## src/verilog/mcbt_pkg.sv

```systemverilog
`default_nettype none

package mcbt_pkg;

    // ****************************************************
    // Instruction stream widths
    // ****************************************************
    localparam int MCBT_OP_W = 5;
    localparam int MCBT_REG_W = 4;

    typedef logic [MCBT_OP_W-1:0] mcbt_op_t;

    // ****************************************************
    // Operation classes presented by the decoder
    // ****************************************************
    localparam mcbt_op_t OP_OTHER = 5'h00;
    localparam mcbt_op_t OP_ALIGNED_PACKED_DOUBLE_MOVE = 5'h01;
    localparam mcbt_op_t OP_ALIGNED_PACKED_SINGLE_MOVE = 5'h02;
    localparam mcbt_op_t OP_ALIGNED_PACKED_INTEGER_MOVE = 5'h03;
    localparam mcbt_op_t OP_UNALIGNED_PACKED_INTEGER_MOVE = 5'h04;
    localparam mcbt_op_t OP_UNALIGNED_PACKED_DOUBLE_MOVE = 5'h05;
    localparam mcbt_op_t OP_UNALIGNED_PACKED_SINGLE_MOVE = 5'h06;
    localparam mcbt_op_t OP_OTHER_VECTOR_MOVE = 5'h07;
    localparam mcbt_op_t OP_COMPUTE = 5'h08;
    localparam mcbt_op_t OP_SCALAR_LOAD = 5'h09;
    localparam mcbt_op_t OP_MEDIA_TO_VECTOR_TRANSFER = 5'h0a;
    localparam mcbt_op_t OP_PACKED_DOUBLE_TO_SINGLE_CONVERT = 5'h0b;
    localparam mcbt_op_t OP_PACKED_DOUBLE_TO_INT_CONVERT = 5'h0c;
    localparam mcbt_op_t OP_SCALAR_CONVERT = 5'h0d;
    localparam mcbt_op_t OP_LOW_HALF_MOVE = 5'h0e;
    localparam mcbt_op_t OP_HIGH_TO_LOW_MOVE = 5'h0f;
    localparam mcbt_op_t OP_SCALAR_SINGLE_MOVE = 5'h10;
    localparam mcbt_op_t OP_SCALAR_SQRT_DOUBLE = 5'h11;
    localparam mcbt_op_t OP_SCALAR_RECIP_SQRT_SINGLE = 5'h12;
    localparam mcbt_op_t OP_SCALAR_SQRT_SINGLE = 5'h13;
    localparam mcbt_op_t OP_MERGING_VECTOR_CONVERT = 5'h14;

    // ****************************************************
    // Cycle counts and reset values
    // ****************************************************
    localparam logic [1:0] INELIG_MOVE_DELAY = 2'h2;
    localparam logic [1:0] NO_EXTRA_DELAY = 2'h0;
    localparam logic MAP_VALID_RST = 1'b0;
    localparam logic [MCBT_REG_W-1:0] MAP_REG_RST = 4'h0;

endpackage : mcbt_pkg

`default_nettype wire

```

## src/verilog/mcbt_cls_if.sv

```systemverilog
`timescale 1ns/1ps
`default_nettype none

interface mcbt_cls_if;
    import mcbt_pkg::*;
    mcbt_op_t op;
    logic elig_move;
    logic other_move;
    logic compute;
    logic upper_clr;
    logic merge_cons;
    logic false_dep;

    modport dec
    (
        input op,
        output elig_move, other_move, compute,
        output upper_clr, merge_cons, false_dep
    );
    modport use_side
    (
        output op,
        input elig_move, other_move, compute,
        input upper_clr, merge_cons, false_dep
    );
endinterface : mcbt_cls_if

`default_nettype wire

```

## src/verilog/mcbt_classify.sv

```systemverilog
`timescale 1ns/1ps
`default_nettype none

module mcbt_classify
    import mcbt_pkg::*;
(
    mcbt_cls_if.dec cls
);

    // ****************************************************
    // Move classes
    // ****************************************************
    wire is_elig = (cls.op == OP_ALIGNED_PACKED_DOUBLE_MOVE)
        || (cls.op == OP_ALIGNED_PACKED_SINGLE_MOVE)
        || (cls.op == OP_ALIGNED_PACKED_INTEGER_MOVE)
        || (cls.op == OP_UNALIGNED_PACKED_INTEGER_MOVE)
        || (cls.op == OP_UNALIGNED_PACKED_DOUBLE_MOVE)
        || (cls.op == OP_UNALIGNED_PACKED_SINGLE_MOVE);
    wire is_other_move = (cls.op == OP_OTHER_VECTOR_MOVE)
        || (cls.op == OP_SCALAR_SINGLE_MOVE)
        || (cls.op == OP_LOW_HALF_MOVE)
        || (cls.op == OP_HIGH_TO_LOW_MOVE);

    // ****************************************************
    // Merge and compute classes
    // ****************************************************
    wire is_upper_clr = (cls.op == OP_SCALAR_LOAD)
        || (cls.op == OP_MEDIA_TO_VECTOR_TRANSFER)
        || (cls.op == OP_PACKED_DOUBLE_TO_SINGLE_CONVERT)
        || (cls.op == OP_PACKED_DOUBLE_TO_INT_CONVERT);
    wire is_merge_cons = (cls.op == OP_SCALAR_CONVERT)
        || (cls.op == OP_LOW_HALF_MOVE)
        || (cls.op == OP_HIGH_TO_LOW_MOVE)
        || (cls.op == OP_SCALAR_SINGLE_MOVE)
        || (cls.op == OP_SCALAR_SQRT_DOUBLE)
        || (cls.op == OP_SCALAR_RECIP_SQRT_SINGLE)
        || (cls.op == OP_SCALAR_SQRT_SINGLE);
    wire is_compute = (cls.op == OP_COMPUTE)
        || (cls.op == OP_SCALAR_CONVERT)
        || (cls.op == OP_SCALAR_SQRT_DOUBLE)
        || (cls.op == OP_SCALAR_RECIP_SQRT_SINGLE)
        || (cls.op == OP_SCALAR_SQRT_SINGLE)
        || (cls.op == OP_MERGING_VECTOR_CONVERT);

    assign cls.elig_move = is_elig;
    assign cls.other_move = is_other_move;
    assign cls.compute = is_compute;
    assign cls.upper_clr = is_upper_clr;
    assign cls.merge_cons = is_merge_cons;
    assign cls.false_dep = (cls.op == OP_MERGING_VECTOR_CONVERT);

endmodule : mcbt_classify

`default_nettype wire

```

## src/verilog/mcbt_tracker.sv

```systemverilog
// Function
// - Only the six aligned/unaligned packed register moves may be bypassed.
// - Compute after an ineligible move waits two extra cycles.
// - Only compute instructions bypass; dependent moves wait full latency.
// - One destination-to-source mapping held, applied to every dependent compute.
// - Writing mapped destination or source register invalidates the mapping.
// - A newer eligible move replaces the mapping; older dependents stall.
// - A pipeline redirect discards the mapping.
// - Unrelated instructions, ineligible moves included, leave mapping alone.
// - Compute reading mapped destination uses the move source instead.
// - New variant: upper-clearing producers add no merge dependency.
// - Legacy variant, selectable: lower-half consumers wait on merge.
// - Scalar loads, media transfer, packed double converts clear upper half.
// - Scalar converts, half moves, scalar single move, sqrt forms consume.
// - Some vector converts always depend on previous destination writer.
`timescale 1ns/1ps
`default_nettype none

module mcbt_tracker
    import mcbt_pkg::*;
#(
    parameter int NUM_REGS = 16
)
(
    input wire logic clk_sys_in,
    input wire logic rst_in,
    input wire logic redirect_in,
    input wire logic legacy_merge_in,
    input wire logic instr_valid_in,
    input wire mcbt_op_t instr_op_in,
    input wire logic [MCBT_REG_W-1:0] instr_dst_in,
    input wire logic instr_writes_dst_in,
    input wire logic [MCBT_REG_W-1:0] instr_src_a_in,
    input wire logic instr_src_a_used_in,
    input wire logic [MCBT_REG_W-1:0] instr_src_b_in,
    input wire logic instr_src_b_used_in,
    output logic issue_valid_out,
    output mcbt_op_t issue_op_out,
    output logic [MCBT_REG_W-1:0] issue_dst_out,
    output logic [MCBT_REG_W-1:0] issue_src_a_out,
    output logic [MCBT_REG_W-1:0] issue_src_b_out,
    output logic issue_bypass_a_out,
    output logic issue_bypass_b_out,
    output logic [1:0] issue_extra_delay_out,
    output logic issue_wait_move_out,
    output logic issue_merge_dep_out,
    output logic map_valid_out,
    output logic [MCBT_REG_W-1:0] map_dst_out,
    output logic [MCBT_REG_W-1:0] map_src_out
);

    // ****************************************************
    // Helpers
    // ****************************************************
    function automatic logic map_hit(
        input logic valid,
        input logic used,
        input logic [MCBT_REG_W-1:0] mdst,
        input logic [MCBT_REG_W-1:0] src
    );
        map_hit = valid && used && (src == mdst);
    endfunction : map_hit

    function automatic logic [MCBT_REG_W-1:0] remap(
        input logic hit,
        input logic [MCBT_REG_W-1:0] msrc,
        input logic [MCBT_REG_W-1:0] src
    );
        remap = hit ? msrc : src;
    endfunction : remap

    // ****************************************************
    // Classification
    // ****************************************************
    mcbt_cls_if cls();

    mcbt_classify u_classify
    (
        .cls(cls)
    );

    assign cls.op = instr_op_in;

    // ****************************************************
    // State
    // ****************************************************
    logic map_valid;
    logic [MCBT_REG_W-1:0] map_dst;
    logic [MCBT_REG_W-1:0] map_src;
    // Per register: who wrote it last
    logic [NUM_REGS-1:0] wr_elig_move;
    logic [NUM_REGS-1:0] wr_inel_move;
    logic [NUM_REGS-1:0] wr_upper_clr;

    // A redirect flushes the instruction presented in the same cycle
    wire take = instr_valid_in && !redirect_in;
    wire writes = take && instr_writes_dst_in;
    wire new_map = take && cls.elig_move;
    // Indices are compared even when invalid; clearing nothing is harmless
    wire clobber = writes
        && ((instr_dst_in == map_dst) || (instr_dst_in == map_src));

    // ****************************************************
    // Mapping update
    // ****************************************************
    // A replacing move outranks a clobber of the old mapping
    wire next_map_valid = redirect_in ? 1'b0
        : new_map ? 1'b1
        : clobber ? 1'b0
        : map_valid;
    wire [MCBT_REG_W-1:0] next_map_dst = new_map ? instr_dst_in : map_dst;
    wire [MCBT_REG_W-1:0] next_map_src = new_map ? instr_src_a_in : map_src;

    always_ff @(posedge clk_sys_in)
    begin
        if (rst_in)
        begin
            map_valid <= MAP_VALID_RST;
        end
        else
        begin
            map_valid <= next_map_valid;
        end
    end

    // Indices keep a reset value too, so a stale compare never sees X
    always_ff @(posedge clk_sys_in)
    begin
        if (rst_in)
        begin
            map_dst <= MAP_REG_RST;
            map_src <= MAP_REG_RST;
        end
        else
        begin
            map_dst <= next_map_dst;
            map_src <= next_map_src;
        end
    end

    // ****************************************************
    // Writer history
    // ****************************************************
    // One-hot of the written register; only written entries change
    wire [NUM_REGS-1:0] wr_mask = writes
        ? (NUM_REGS'(1) << instr_dst_in) : '0;
    wire [NUM_REGS-1:0] set_elig = cls.elig_move ? wr_mask : '0;
    wire [NUM_REGS-1:0] set_inel = cls.other_move ? wr_mask : '0;
    wire [NUM_REGS-1:0] set_upclr = cls.upper_clr ? wr_mask : '0;
    wire [NUM_REGS-1:0] next_wr_elig = (wr_elig_move & ~wr_mask) | set_elig;
    wire [NUM_REGS-1:0] next_wr_inel = (wr_inel_move & ~wr_mask) | set_inel;
    wire [NUM_REGS-1:0] next_wr_upclr =
        (wr_upper_clr & ~wr_mask) | set_upclr;

    always_ff @(posedge clk_sys_in)
    begin
        if (rst_in)
        begin
            wr_elig_move <= '0;
        end
        else
        begin
            wr_elig_move <= next_wr_elig;
        end
    end

    always_ff @(posedge clk_sys_in)
    begin
        if (rst_in)
        begin
            wr_inel_move <= '0;
        end
        else
        begin
            wr_inel_move <= next_wr_inel;
        end
    end

    // Redirects keep this history: the writers before them still retire
    always_ff @(posedge clk_sys_in)
    begin
        if (rst_in)
        begin
            wr_upper_clr <= '0;
        end
        else
        begin
            wr_upper_clr <= next_wr_upclr;
        end
    end

    // ****************************************************
    // Operand bypass
    // ****************************************************
    // Moves never bypass, they see the original register
    wire hit_a = cls.compute
        && map_hit(map_valid, instr_src_a_used_in, map_dst,
                   instr_src_a_in);
    wire hit_b = cls.compute
        && map_hit(map_valid, instr_src_b_used_in, map_dst,
                   instr_src_b_in);
    wire [MCBT_REG_W-1:0] eff_src_a =
        remap(hit_a, map_src, instr_src_a_in);
    wire [MCBT_REG_W-1:0] eff_src_b =
        remap(hit_b, map_src, instr_src_b_in);

    // ****************************************************
    // Delay and dependency decisions
    // ****************************************************
    // Unused operand fields may hold anything, so the use flags gate them
    wire a_inel = instr_src_a_used_in && wr_inel_move[instr_src_a_in];
    wire b_inel = instr_src_b_used_in && wr_inel_move[instr_src_b_in];
    wire a_elig = instr_src_a_used_in && wr_elig_move[instr_src_a_in];
    wire b_elig = instr_src_b_used_in && wr_elig_move[instr_src_b_in];

    // The history flag is not cleared by completion, so this is a
    // worst-case schedule hint; the scheduler ages it against wakeup
    wire inel_dep = cls.compute && (a_inel || b_inel);
    wire [1:0] extra_delay = inel_dep
        ? INELIG_MOVE_DELAY : NO_EXTRA_DELAY;

    // Unbypassed readers of an eligible move wait for its result
    wire wait_move = (a_elig && !hit_a) || (b_elig && !hit_b);

    // Merge: prior writer that cleared the upper half can be skipped
    // only in the newer variant
    wire dst_upclr = wr_upper_clr[instr_dst_in];
    wire merge_skip = dst_upclr && !legacy_merge_in;
    wire merge_dep = (cls.merge_cons && !merge_skip)
        || cls.false_dep;

    // ****************************************************
    // Issue outputs
    // ****************************************************
    // Flushed slots carry no bypass or hint to the scheduler
    wire next_bypass_a = take && hit_a;
    wire next_bypass_b = take && hit_b;
    wire [1:0] next_extra_delay = take ? extra_delay : NO_EXTRA_DELAY;
    wire next_wait_move = take && wait_move;
    wire next_merge_dep = take && merge_dep;

    always_ff @(posedge clk_sys_in)
    begin
        if (rst_in)
        begin
            issue_valid_out <= 1'b0;
            issue_op_out <= OP_OTHER;
            issue_dst_out <= MAP_REG_RST;
        end
        else
        begin
            issue_valid_out <= take;
            issue_op_out <= instr_op_in;
            issue_dst_out <= instr_dst_in;
        end
    end

    // Operand fields are only meaningful while issue valid is high
    always_ff @(posedge clk_sys_in)
    begin
        if (rst_in)
        begin
            issue_src_a_out <= MAP_REG_RST;
            issue_src_b_out <= MAP_REG_RST;
            issue_bypass_a_out <= 1'b0;
            issue_bypass_b_out <= 1'b0;
        end
        else
        begin
            issue_src_a_out <= eff_src_a;
            issue_src_b_out <= eff_src_b;
            issue_bypass_a_out <= next_bypass_a;
            issue_bypass_b_out <= next_bypass_b;
        end
    end

    always_ff @(posedge clk_sys_in)
    begin
        if (rst_in)
        begin
            issue_extra_delay_out <= NO_EXTRA_DELAY;
            issue_wait_move_out <= 1'b0;
            issue_merge_dep_out <= 1'b0;
        end
        else
        begin
            issue_extra_delay_out <= next_extra_delay;
            issue_wait_move_out <= next_wait_move;
            issue_merge_dep_out <= next_merge_dep;
        end
    end

    // ****************************************************
    // Mapping visibility
    // ****************************************************
    assign map_valid_out = map_valid;
    assign map_dst_out = map_dst;
    assign map_src_out = map_src;

endmodule : mcbt_tracker

`default_nettype wire

```

## config.mk

```make
export PLATFORM = sky130hd
export DESIGN_NAME = mcbt_tracker
export DESIGN_NICKNAME = d
export VERILOG_FILES = /design/src/verilog/mcbt_pkg.sv /design/src/verilog/mcbt_cls_if.sv /design/src/verilog/mcbt_classify.sv /design/src/verilog/mcbt_tracker.sv
export SDC_FILE = /design/constraint.sdc
export NUM_CORES = 1
export LEC_CHECK = 0
export BUFFER_PORTS_ARGS = -buffer_cell sky130_fd_sc_hd__buf_2
export CORE_MARGIN = 1
export CORE_UTILIZATION = 37
export CTS_CLUSTER_SIZE = 12
export DETAILED_ROUTE_END_ITERATION = 6
export HOLD_SLACK_MARGIN = 0.03
export SLEW_MARGIN = 10
export SYNTH_ARGS = -nofsm -noshare
export SYNTH_HDL_FRONTEND = slang
export SYNTH_SLANG_ARGS = --single-unit
```

## constraint.sdc

```tcl
create_clock -name clk_sys_in -period 2.09 [get_ports clk_sys_in]
set_input_delay 0.418 -clock clk_sys_in [delete_from_list [all_inputs] [get_ports clk_sys_in]]
set_output_delay 0.418 -clock clk_sys_in [all_outputs]
set_load 0.02 [all_outputs]
```

==> key figures, run 1 <==
Run status
  • Status: finished clean

Placement
  • Routability Congestion: 0.804
  • Dpl hpwl: 7150 um
  • Dpl cell area: 4380 um2
  • Port Buffers: 56
  • Setup slack at placement: 0.0566 ns

STA
  • RSZ-0062 raised after global routing: false
  • Final TNS setup: 0 ns
  • Clk_skew: 0.00519 ns
  • Final hold violations: 0
  • Rel. slew slack: 0.488
  • Max-slew violation count: 0
  • WHS: 0.271 ns
  • Final period utilization: 0.829
  • FMAX: 577 MHz
  • PnR worst setup slack: 0.357 ns
  • Crit path time final: 1.73 ns
  • Endpoints failing setup: 0
  • Worst Tran Pin Value: 0.768 ns

Finish
  • Fillers: 1026
  • Area growth, synth to finish: 15.7%
  • Commonest non-fill, non-tap cells in the layout: 80 x dfxtp_1, 56 x buf_2, 45 x nor2_1
  • NumNets Final: 489
  • Multi-input gate area in the final layout: 2190 um2
  • Finished Cell Area: 4570 um2
  • N_diodes: 0
  • Layout cell share with drive strength beyond 1: 0.244
  • Most common cell after layout, fill and taps aside: dfxtp_1
  • Register area: 1600 um2

Synthesis
  • Ys flop type: dfxtp_1
  • Synthesis-stage register bit count: 80
  • Ys async rst share: 0
  • Distinct cell type count after synthesis: 42
  • Synthesized area: 3950 um2
  • Avg Inst Size Synth: 9.55 um2
  • Synthesized Nets: 438
  • Post-synth EDFFs: 0
  • Syn Inst Count: 413
  • Ys Warns: 0
  • Sequential element share of the synthesized area: 0.406

GRT
  • Initial antenna violation count: 0
  • GRT overflow: 0
  • Largest net degree at the start of global routing: 79
  • Vias in the first global route: 3117
  • Global-route wire length before repair: 16200 um
  • All-Layer GR Usage: 0.189

Floorplan
  • Die W: 105 um
  • Die area: 11100 um2
  • Row count: 37
  • Starting density of the core: 0.382
  • Chip Height: 105 um
  • Core area: 10300 um2
  • Ports: 58

Pwr
  • Maximum vdd ir drop: 261 uV
  • PD cells: 657 nW/um2
  • Leak pwr: 1.89 nW

Clock network
  • Clock Tree Root: clkbuf_8
  • H-Tree Depth: 3
  • Worst-path clk slew: 0.08 ns
  • Postcts setup bufs: 0
  • CTS Buf Count: 9
  • Clk Latency, worst-skew pair: 0.35 ns
  • Hold_buf cts: 0
  • Clock sink total: 80
  • Longest Clk Path Bufs: 2
  • TritonCTS clock tree: done
  • CTS resizes: 0

Worst setup path
  • Delay-heaviest family, CP: simple AND/OR/NAND/NOR gates
  • Critical path type: in -> reg
  • Worst path max stage delay: 0.42 ns
  • Worst EP required: 2.33 ns
  • Cell breakdown of the critical path: buf_2, nor3b_1, o21ai_1, a31oi_2, nand3_2, mux2i_1
  • WP buf/inv: 1
  • Crit path DAT: 1.97 ns
  • CP max stage cell: a31oi_2
  • Critical path capture point type: register
  • Setup crit start kind: primary input
  • CP Max Fanout: 10

Route
  • DR iter-0 viols: 172
  • DR WL/cell: 16.4 um
  • DR vias/cell: 5.33
  • Routed Antenna Nets: 0
  • Drt drc: 0
  • Router iterations before antenna repair: 4
  • Via count: 3221
  • Post-Route WL: 9880 um

Min path
  • HP Class: in -> reg

Run
  • Max_cap viols: 0
==> final cells by class <==
cell class | instances | share of cell area
Multi-Input combinational cell | 298 | 0.480
Timing Repair Buffer | 73 | 0.0893
Tap cell | 136 | 0.0373
Clock buffer | 11 | 0.0310
Inverter | 2 | 0.00164
Clock inverter | 4 | 0.00987
Sequential cell | 80 | 0.351
==> worst paths after layout <==
check,cells past startpoint,startpoint,slack [ns],endpoint
setup reg to reg,3,register,0.44,issue_merge_dep_out$_SDFF_PP0_
setup / recovery,6,instr_op_in[4],0.36,issue_src_b_out[1]$_SDFF_PP0_
hold / removal,2,redirect_in,0.27,map_valid_out$_SDFFE_PP0P_
hold reg to reg,2,register,0.46,register
==> Yosys cell counts (all sizes together) (10+ instances only) <==
cell | count | area, um2
o21ai | 23 | 115
dfxtp | 80 | 1600
clkbuf | 20 | 75.1
xor2 | 12 | 105
nor3 | 22 | 115
nand3 | 12 | 65.1
a21oi | 34 | 170
buf | 13 | 75.1
mux2i | 37 | 370
nand2b | 10 | 62.6
nor2b | 13 | 81.3
nor2 | 45 | 169
mux4 | 21 | 484
nand2 | 30 | 113
==> metrics by stage <==
| stage | utilization | std cells | power, W |
|---|---|---|---|
| after global routing | 0.442 | 604 | 0.00313 |
| after detailed placement | 0.424 | 589 | 0.00191 |
| after global placement | 0.424 | 589 | 0.00191 |
| after CTS | 0.442 | 604 | 0.00302 |
| after floorplan | - | 413 | 0.00181 |
| final | 0.442 | 604 | 0.00300 |
==> power breakdown <==
part | internal [W] | switching, W | leakage, nW
logic | 0.000115 | 0.000203 | 1.14
registers | 0.00155 | 0.0000116 | 0.650
clock network | 0.000573 | 0.000549 | 0.0989
total | 0.00223 | 0.000764 | 1.89
==> cells by family after synthesis <==
family          count (synthesis)  share of synthesized area
simple gates                  157                      0.208
flops                          80                      0.406
compound gates                 66                     0.0926
mux                            58                      0.217
buf+inv                        35                     0.0400
xor+xnor                       16                     0.0355
other cells                     1                   0.000951
==> per-layer routing <==
metal,vias to the layer above,share of wire,wire length (um),GRT usage
met5,-,0,0,0
met4,0,0.015,144,0.0674
met3,10,0.042,418,0.0346
met2,76,0.48,4770,0.318
met1,1561,0.46,4540,0.244
li1,1574,-,-,-
(Power assumes the default switching activity.)
==> run 2, diff against run 1 <==
==> constraint.sdc (replaced) <==
create_clock -name clk_sys_in -period 1.55 [get_ports clk_sys_in]
set_input_delay 0.31 -clock clk_sys_in [delete_from_list [all_inputs] [get_ports clk_sys_in]]
set_output_delay 0.31 -clock clk_sys_in [all_outputs]
set_load 0.02 [all_outputs]
==> key figures, run 2 (synthesis results as in run 1) <==
Route
  • Via count: 3404 (was 3221)
  • DR vias/cell: 5.25 (was 5.33)
  • DR iter-0 viols: 179 (was 172)
  • Router iterations before antenna repair: 4 (unchanged)
  • Drt drc: 0 (unchanged)
  • DR WL/cell: 16.4 um (about the same)
  • Routed Antenna Nets: 0 (unchanged)
  • Post-Route WL: 10600 um (was 9880 um)

Worst setup path
  • WP buf/inv: 0 (was 1)
  • Crit path DAT: 1.80 ns (was 1.97 ns)
  • CP max stage cell: mux4_2 (was a31oi_2)
  • Worst path max stage delay: 0.47 ns (was 0.42 ns)
  • Critical path type: reg -> reg (was in -> reg)
  • Critical path capture point type: register (unchanged)
  • CP most frequent cell: mux4_2
  • Setup crit start kind: register (was primary input)
  • Worst EP required: 1.83 ns (was 2.33 ns)
  • Cell breakdown of the critical path: mux4_2, mux4_2, a211oi_2 (was buf_2, nor3b_1, o21ai_1, a31oi_2, nand3_2, mux2i_1)
  • CP Max Fanout: 2 (was 10)
  • Delay-heaviest family, CP: multiplexers (was simple AND/OR/NAND/NOR gates)

Placement
  • Port Buffers: 56 (unchanged)
  • Dpl hpwl: 8030 um (was 7150 um)
  • Dpl cell area: 4770 um2 (was 4380 um2)
  • Routability Congestion: 0.879 (was 0.804)
  • Placed cell count: 634 (was 589)

Clock network
  • Postcts setup bufs: 0 (unchanged)
  • Longest Clk Path Bufs: 2 (unchanged)
  • Worst-path clk slew: 0.07 ns (was 0.08 ns)
  • Clock Tree Root: clkbuf_8 (unchanged)
  • Clk Latency, worst-skew pair: 0.35 ns (about the same)
  • Hold_buf cts: 0 (unchanged)
  • TritonCTS clock tree: done (unchanged)
  • CTS resizes: 0 (unchanged)
  • CTS Buf Count: 9 (unchanged)
  • Clock sink total: 80 (unchanged)
  • H-Tree Depth: 3 (unchanged)

Finish
  • N_diodes: 0 (unchanged)
  • Fillers: 982 (was 1026)
  • Commonest non-fill, non-tap cells in the layout: 74 x dfxtp_1, 59 x buf_4, 56 x buf_2 (was 80 x dfxtp_1, 56 x buf_2, 45 x nor2_1)
  • Final std cells w/o fill: 648 (was 604)
  • Layout cell share with drive strength beyond 1: 0.338 (was 0.244)
  • Finished Cell Area: 4970 um2 (was 4570 um2)
  • NumNets Final: 534 (was 489)
  • Area growth, synth to finish: 26.0% (was 15.7%)
  • Most common cell after layout, fill and taps aside: dfxtp_1 (unchanged)

Pwr
  • Maximum vdd ir drop: 327 uV (was 261 uV)
  • PD cells: 808 nW/um2 (was 657 nW/um2)
  • Total chip power: 0.00402 W (was 0.00300 W)
  • Leak pwr: 2.10 nW (was 1.89 nW)

GRT
  • GRT overflow: 0 (unchanged)
  • Vias in the first global route: 3374 (was 3117)
  • Largest net degree at the start of global routing: 79 (unchanged)
  • All-Layer GR Usage: 0.202 (was 0.189)
  • Global-route wire length before repair: 17300 um (was 16200 um)
  • Initial antenna violation count: 0 (unchanged)

Run status
  • Status: finished clean (unchanged)

Floorplan
  • Die area: 11100 um2 (unchanged)
  • Ports: 58 (unchanged)
  • Starting density of the core: 0.382 (unchanged)
  • Core area: 10300 um2 (unchanged)
  • Row count: 37 (unchanged)
  • Chip Height: 105 um (unchanged)
  • Die W: 105 um (unchanged)

STA
  • RSZ-0062 raised after global routing: true (was false)
  • Final period utilization: 0.984
  • Max-slew violation count: 0 (unchanged)
  • Clk_skew: 0.00699 ns (was 0.00519 ns)
  • Endpoints failing setup: 0 (unchanged)
  • FMAX: 655 MHz
  • Crit path time final: 1.53 ns
  • Final TNS setup: 0 ns (unchanged)
  • Final hold violations: 0 (unchanged)

Run
  • Max_cap viols: 0 (unchanged)

Min path
  • HP Start: redirect_in (unchanged)
  • HP Class: in -> reg (unchanged)
[run 2: cell count changes in the layout (fill, tap and decap cells not counted), moves of 4 or more]
cell and delta:
o21ai_1 +4, buf_4 +42, dfxtp_1 -6, dfxtp_2 +6, o21ai_0 -4
[run 2: worst paths after layout]
check,endpoint,depth (start not counted),slack (ns)
worst max-delay path,issue_merge_dep_out$_SDFF_PP0_,3,0.02
worst min-delay path,map_valid_out$_SDFFE_PP0P_,3,0.24
worst max register to register,issue_merge_dep_out$_SDFF_PP0_,3,0.02
worst min register to register,register,2,0.46
[run 2: metrics by stage]
step           setup slack, ns  utilization  hold slack (ns)
5_1_grt               -0.00395        0.481            0.244
2_1_floorplan          -0.0665            -            0.388
3_3_place_gp            -0.275        0.462            0.443
6_report                0.0243        0.481            0.241
3_5_place_dp            -0.283        0.462            0.454
4_1_cts                 0.0191        0.479            0.219
[run 2: final cells by class]
type,count,area (um2),area share
clock buffer,14,173,0.0347
inverter,2,7.51,0.00151
multi-input combinational,298,2230,0.448
sequential,80,1610,0.324
tap,136,170,0.0342
timing repair buffer,118,783,0.158
[run 2: power breakdown]
part,leakage [nW],internal (W),switching (W),total [W]
registers,0.653,0.00209,0.0000155,0.00210
logic,1.36,0.000227,0.000298,0.000525
clock network,0.0886,0.000698,0.000691,0.00139
total,2.10,0.00301,0.00100,0.00402
[run 2: worst reg2reg max path, stage by stage (launching register included)]
cell and delay [ns]:
dfxtp_2 0.34, mux4_2 0.47, mux4_2 0.47, a211oi_2 0.17
[run 2: layer usage]
layer	global-route usage	routed length (um)
met5	0	0
met4	0.0915	283
met1	0.250	4620
met2	0.336	5110
met3	0.0458	594
==> run 3, diff against run 2 <==
--- a/config.mk
+++ b/config.mk
@@ -5,7 +5,7 @@
 export SDC_FILE = /design/constraint.sdc
 export NUM_CORES = 1
 export LEC_CHECK = 0
-export BUFFER_PORTS_ARGS = -buffer_cell sky130_fd_sc_hd__buf_2
+export BUFFER_PORTS_ARGS = -buffer_cell sky130_fd_sc_hd__clkbuf_2
 export CORE_MARGIN = 1
 export CORE_UTILIZATION = 37
 export CTS_CLUSTER_SIZE = 12
==> key figures, run 3 (synthesis results as in run 1) <==
Worst setup path
  • CP Max Fanout: 2 (unchanged)
  • WP buf/inv: 0 (unchanged)
  • Reg-to-Reg End: issue_merge_dep_out$_SDFF_PP0_ (unchanged)
  • Critical path capture point type: register (unchanged)
  • Critical path type: reg -> reg (unchanged)
  • Delay-heaviest family, CP: multiplexers (unchanged)
  • R2r worst-path depth: 3 (unchanged)
  • Setup crit start kind: register (unchanged)
  • Flop-to-flop setup slack: 0.01 ns (was 0.02 ns)
  • CP most frequent cell: mux4_2 (unchanged)
  • Cell breakdown of the critical path: mux4_2, mux4_2, a211oi_2 (unchanged)
  • CP max stage cell: mux4_2 (unchanged)
  • Crit path DAT: 1.81 ns (was 1.80 ns)
  • Worst path max stage delay: 0.48 ns (was 0.47 ns)
  • Worst EP required: 1.82 ns (was 1.83 ns)

GRT
  • Gr busiest metal: met2 (unchanged)
  • Routing usage on met2: 0.328 (was 0.336)
  • Initial antenna violation count: 0 (unchanged)
  • GRT met1 Usage: 0.260 (was 0.250)
  • Global-route wire length before repair: 17300 um (about the same)
  • All-Layer GR Usage: 0.201 (was 0.202)
  • Largest net degree at the start of global routing: 79 (unchanged)
  • GRT overflow: 0 (unchanged)
  • Vias in the first global route: 3394 (was 3374)
  • GR Util met3: 0.0266 (was 0.0458)

Finish
  • NumNets Final: 535 (was 534)
  • Finished Cell Area: 4980 um2 (was 4970 um2)
  • N_diodes: 0 (unchanged)
  • Layout cell share with drive strength beyond 1: 0.335 (was 0.338)
  • Area growth, synth to finish: 26.4% (was 26.0%)
  • Commonest non-fill, non-tap cells in the layout: 73 x dfxtp_1, 60 x buf_4, 56 x clkbuf_2 (was 74 x dfxtp_1, 59 x buf_4, 56 x buf_2)
  • Most common cell after layout, fill and taps aside: dfxtp_1 (unchanged)
  • Core Util, Final: 0.483 (was 0.481)

Pwr
  • Sw frac: 0.250 (about the same)
  • Clock power share: 0.373 (was 0.346)
  • Combinational power share: 0.125 (was 0.131)
  • PD cells: 841 nW/um2 (was 808 nW/um2)
  • Switch Pwr: 0.00105 W (was 0.00100 W)
  • P_int: 0.00314 W (was 0.00301 W)
  • Maximum vdd ir drop: 417 uV (was 327 uV)
  • Leak pwr: 2.10 nW (about the same)
  • Total chip power: 0.00419 W (was 0.00402 W)
  • Sequential power share: 0.502 (was 0.523)

STA
  • Crit path time final: 1.54 ns (was 1.53 ns)
  • Final period utilization: 0.993 (was 0.984)
  • FMAX: 650 MHz (was 655 MHz)
  • Final hold violations: 0 (unchanged)
  • Clk_skew: 0.0109 ns (was 0.00699 ns)
  • Max-slew violation count: 0 (unchanged)
  • Final TNS setup: 0 ns (unchanged)
  • PnR worst setup slack: 0.0108 ns (was 0.0243 ns)
  • RSZ-0062 raised after global routing: true (unchanged)
  • Endpoints failing setup: 0 (unchanged)

Route
  • Drt drc: 0 (unchanged)
  • DR iter-0 viols: 198 (was 179)
  • Via count: 3422 (was 3404)
  • Routed Antenna Nets: 0 (unchanged)
  • DR WL/cell: 16.4 um (about the same)
  • Router iterations before antenna repair: 4 (unchanged)
  • Post-Route WL: 10700 um (was 10600 um)
  • DR vias/cell: 5.26 (was 5.25)

Clock network
  • Postcts setup bufs: 0 (unchanged)
  • Longest Clk Path Bufs: 2 (unchanged)
  • Clk Latency, worst-skew pair: 0.35 ns (about the same)
  • TritonCTS clock tree: done (unchanged)
  • H-Tree Depth: 3 (unchanged)
  • Worst-path clk slew: 0.08 ns (was 0.07 ns)
  • CTS Buf Count: 9 (unchanged)
  • Hold_buf cts: 0 (unchanged)
  • Clock sink total: 80 (unchanged)
  • Clock Tree Root: clkbuf_8 (unchanged)

Floorplan
  • Row count: 37 (unchanged)
  • Chip Height: 105 um (unchanged)
  • Ports: 58 (unchanged)
  • Die W: 105 um (unchanged)
  • Starting density of the core: 0.382 (unchanged)
  • Die area: 11100 um2 (unchanged)
  • Core area: 10300 um2 (unchanged)

Run status
  • Status: finished clean (unchanged)

Min path
  • Hold path endpoint: map_valid_out$_SDFFE_PP0P_ (unchanged)
  • Hold depth: 3 (unchanged)
  • HP Class: in -> reg (unchanged)
  • HP Start: redirect_in (unchanged)

Run
  • Max_cap viols: 0 (unchanged)

Placement
  • Setup slack at placement: -0.278 ns (was -0.283 ns)
  • Dpl hpwl: 8060 um (was 8030 um)
  • Port Buffers: 56 (unchanged)
  • Dpl cell area: 4780 um2 (was 4770 um2)
  • Routability Congestion: 0.886 (was 0.879)
==> run 3: cell count changes in the layout (fill, tap and decap cells not counted), moves of 2 or more <==
cell,change
buf_2,-56
clkbuf_2,+56
o21ai_0,+2
o21ai_1,-2
==> run 3: through the flow <==
stage                     cells  hold WS, ns
after floorplan             413        0.388
after global placement      635        0.448
after detailed placement    635        0.451
after CTS                   650        0.234
after global routing        650        0.258
final                       650        0.249
==> run 3: cell type report <==
type / count / area [um2]
Clock buffer: 13 / 159
Clock inverter: 2 / 38.8
Fill cell: 964 / 5340
Inverter: 2 / 7.51
Multi-Input combinational cell: 298 / 2210
Sequential cell: 80 / 1610
Tap cell: 136 / 170
Timing Repair Buffer: 119 / 791
==> run 3: tightest hold or removal path: stages <==
cell and delay (ns):
clkbuf_2 0.09, buf_4 0.11, a211oi_1 0.04
==> run 3: what timing repair did <==
action / 4_1_cts / 5_1_grt
pin swaps: 0 / 1
endpoints found under the setup margin: 1 / 5
gates resized for setup: 1 / 6
==> run 3: metal layers <==
layer,vias up,part of all wire
li1,1656,-
met2,114,0.46
met5,-,0
met3,22,0.044
met1,1630,0.46
met4,0,0.029
==> run 3: power by group through the flow <==
stage	Sequential (W)	Combinational, W	Clock, W
4_1_cts	0.00210	0.000522	0.00160
2_1_floorplan	0.00219	0.000266	0
5_1_grt	0.00211	0.000564	0.00167
3_5_place_dp	0.00215	0.000520	0
3_3_place_gp	0.00215	0.000515	0
6_report	0.00210	0.000523	0.00156
==> run 3: how the worst max path moves through the flow <==
| stage | start | endpoint | slack [ns] | cells past startpoint |
|---|---|---|---|---|
| detailed placement | redirect_in | register | -0.28 | 8 |
| global route | register | issue_merge_dep_out$_SDFF_PP0_ | -0.03 | 3 |
| global placement | redirect_in | register | -0.29 | 8 |
| finish | register | issue_merge_dep_out$_SDFF_PP0_ | 0.01 | 3 |
| floorplan | instr_dst_in[0] | issue_merge_dep_out$_SDFF_PP0_ | -0.07 | 4 |
| CTS | register | issue_merge_dep_out$_SDFF_PP0_ | 0.0006 | 3 |
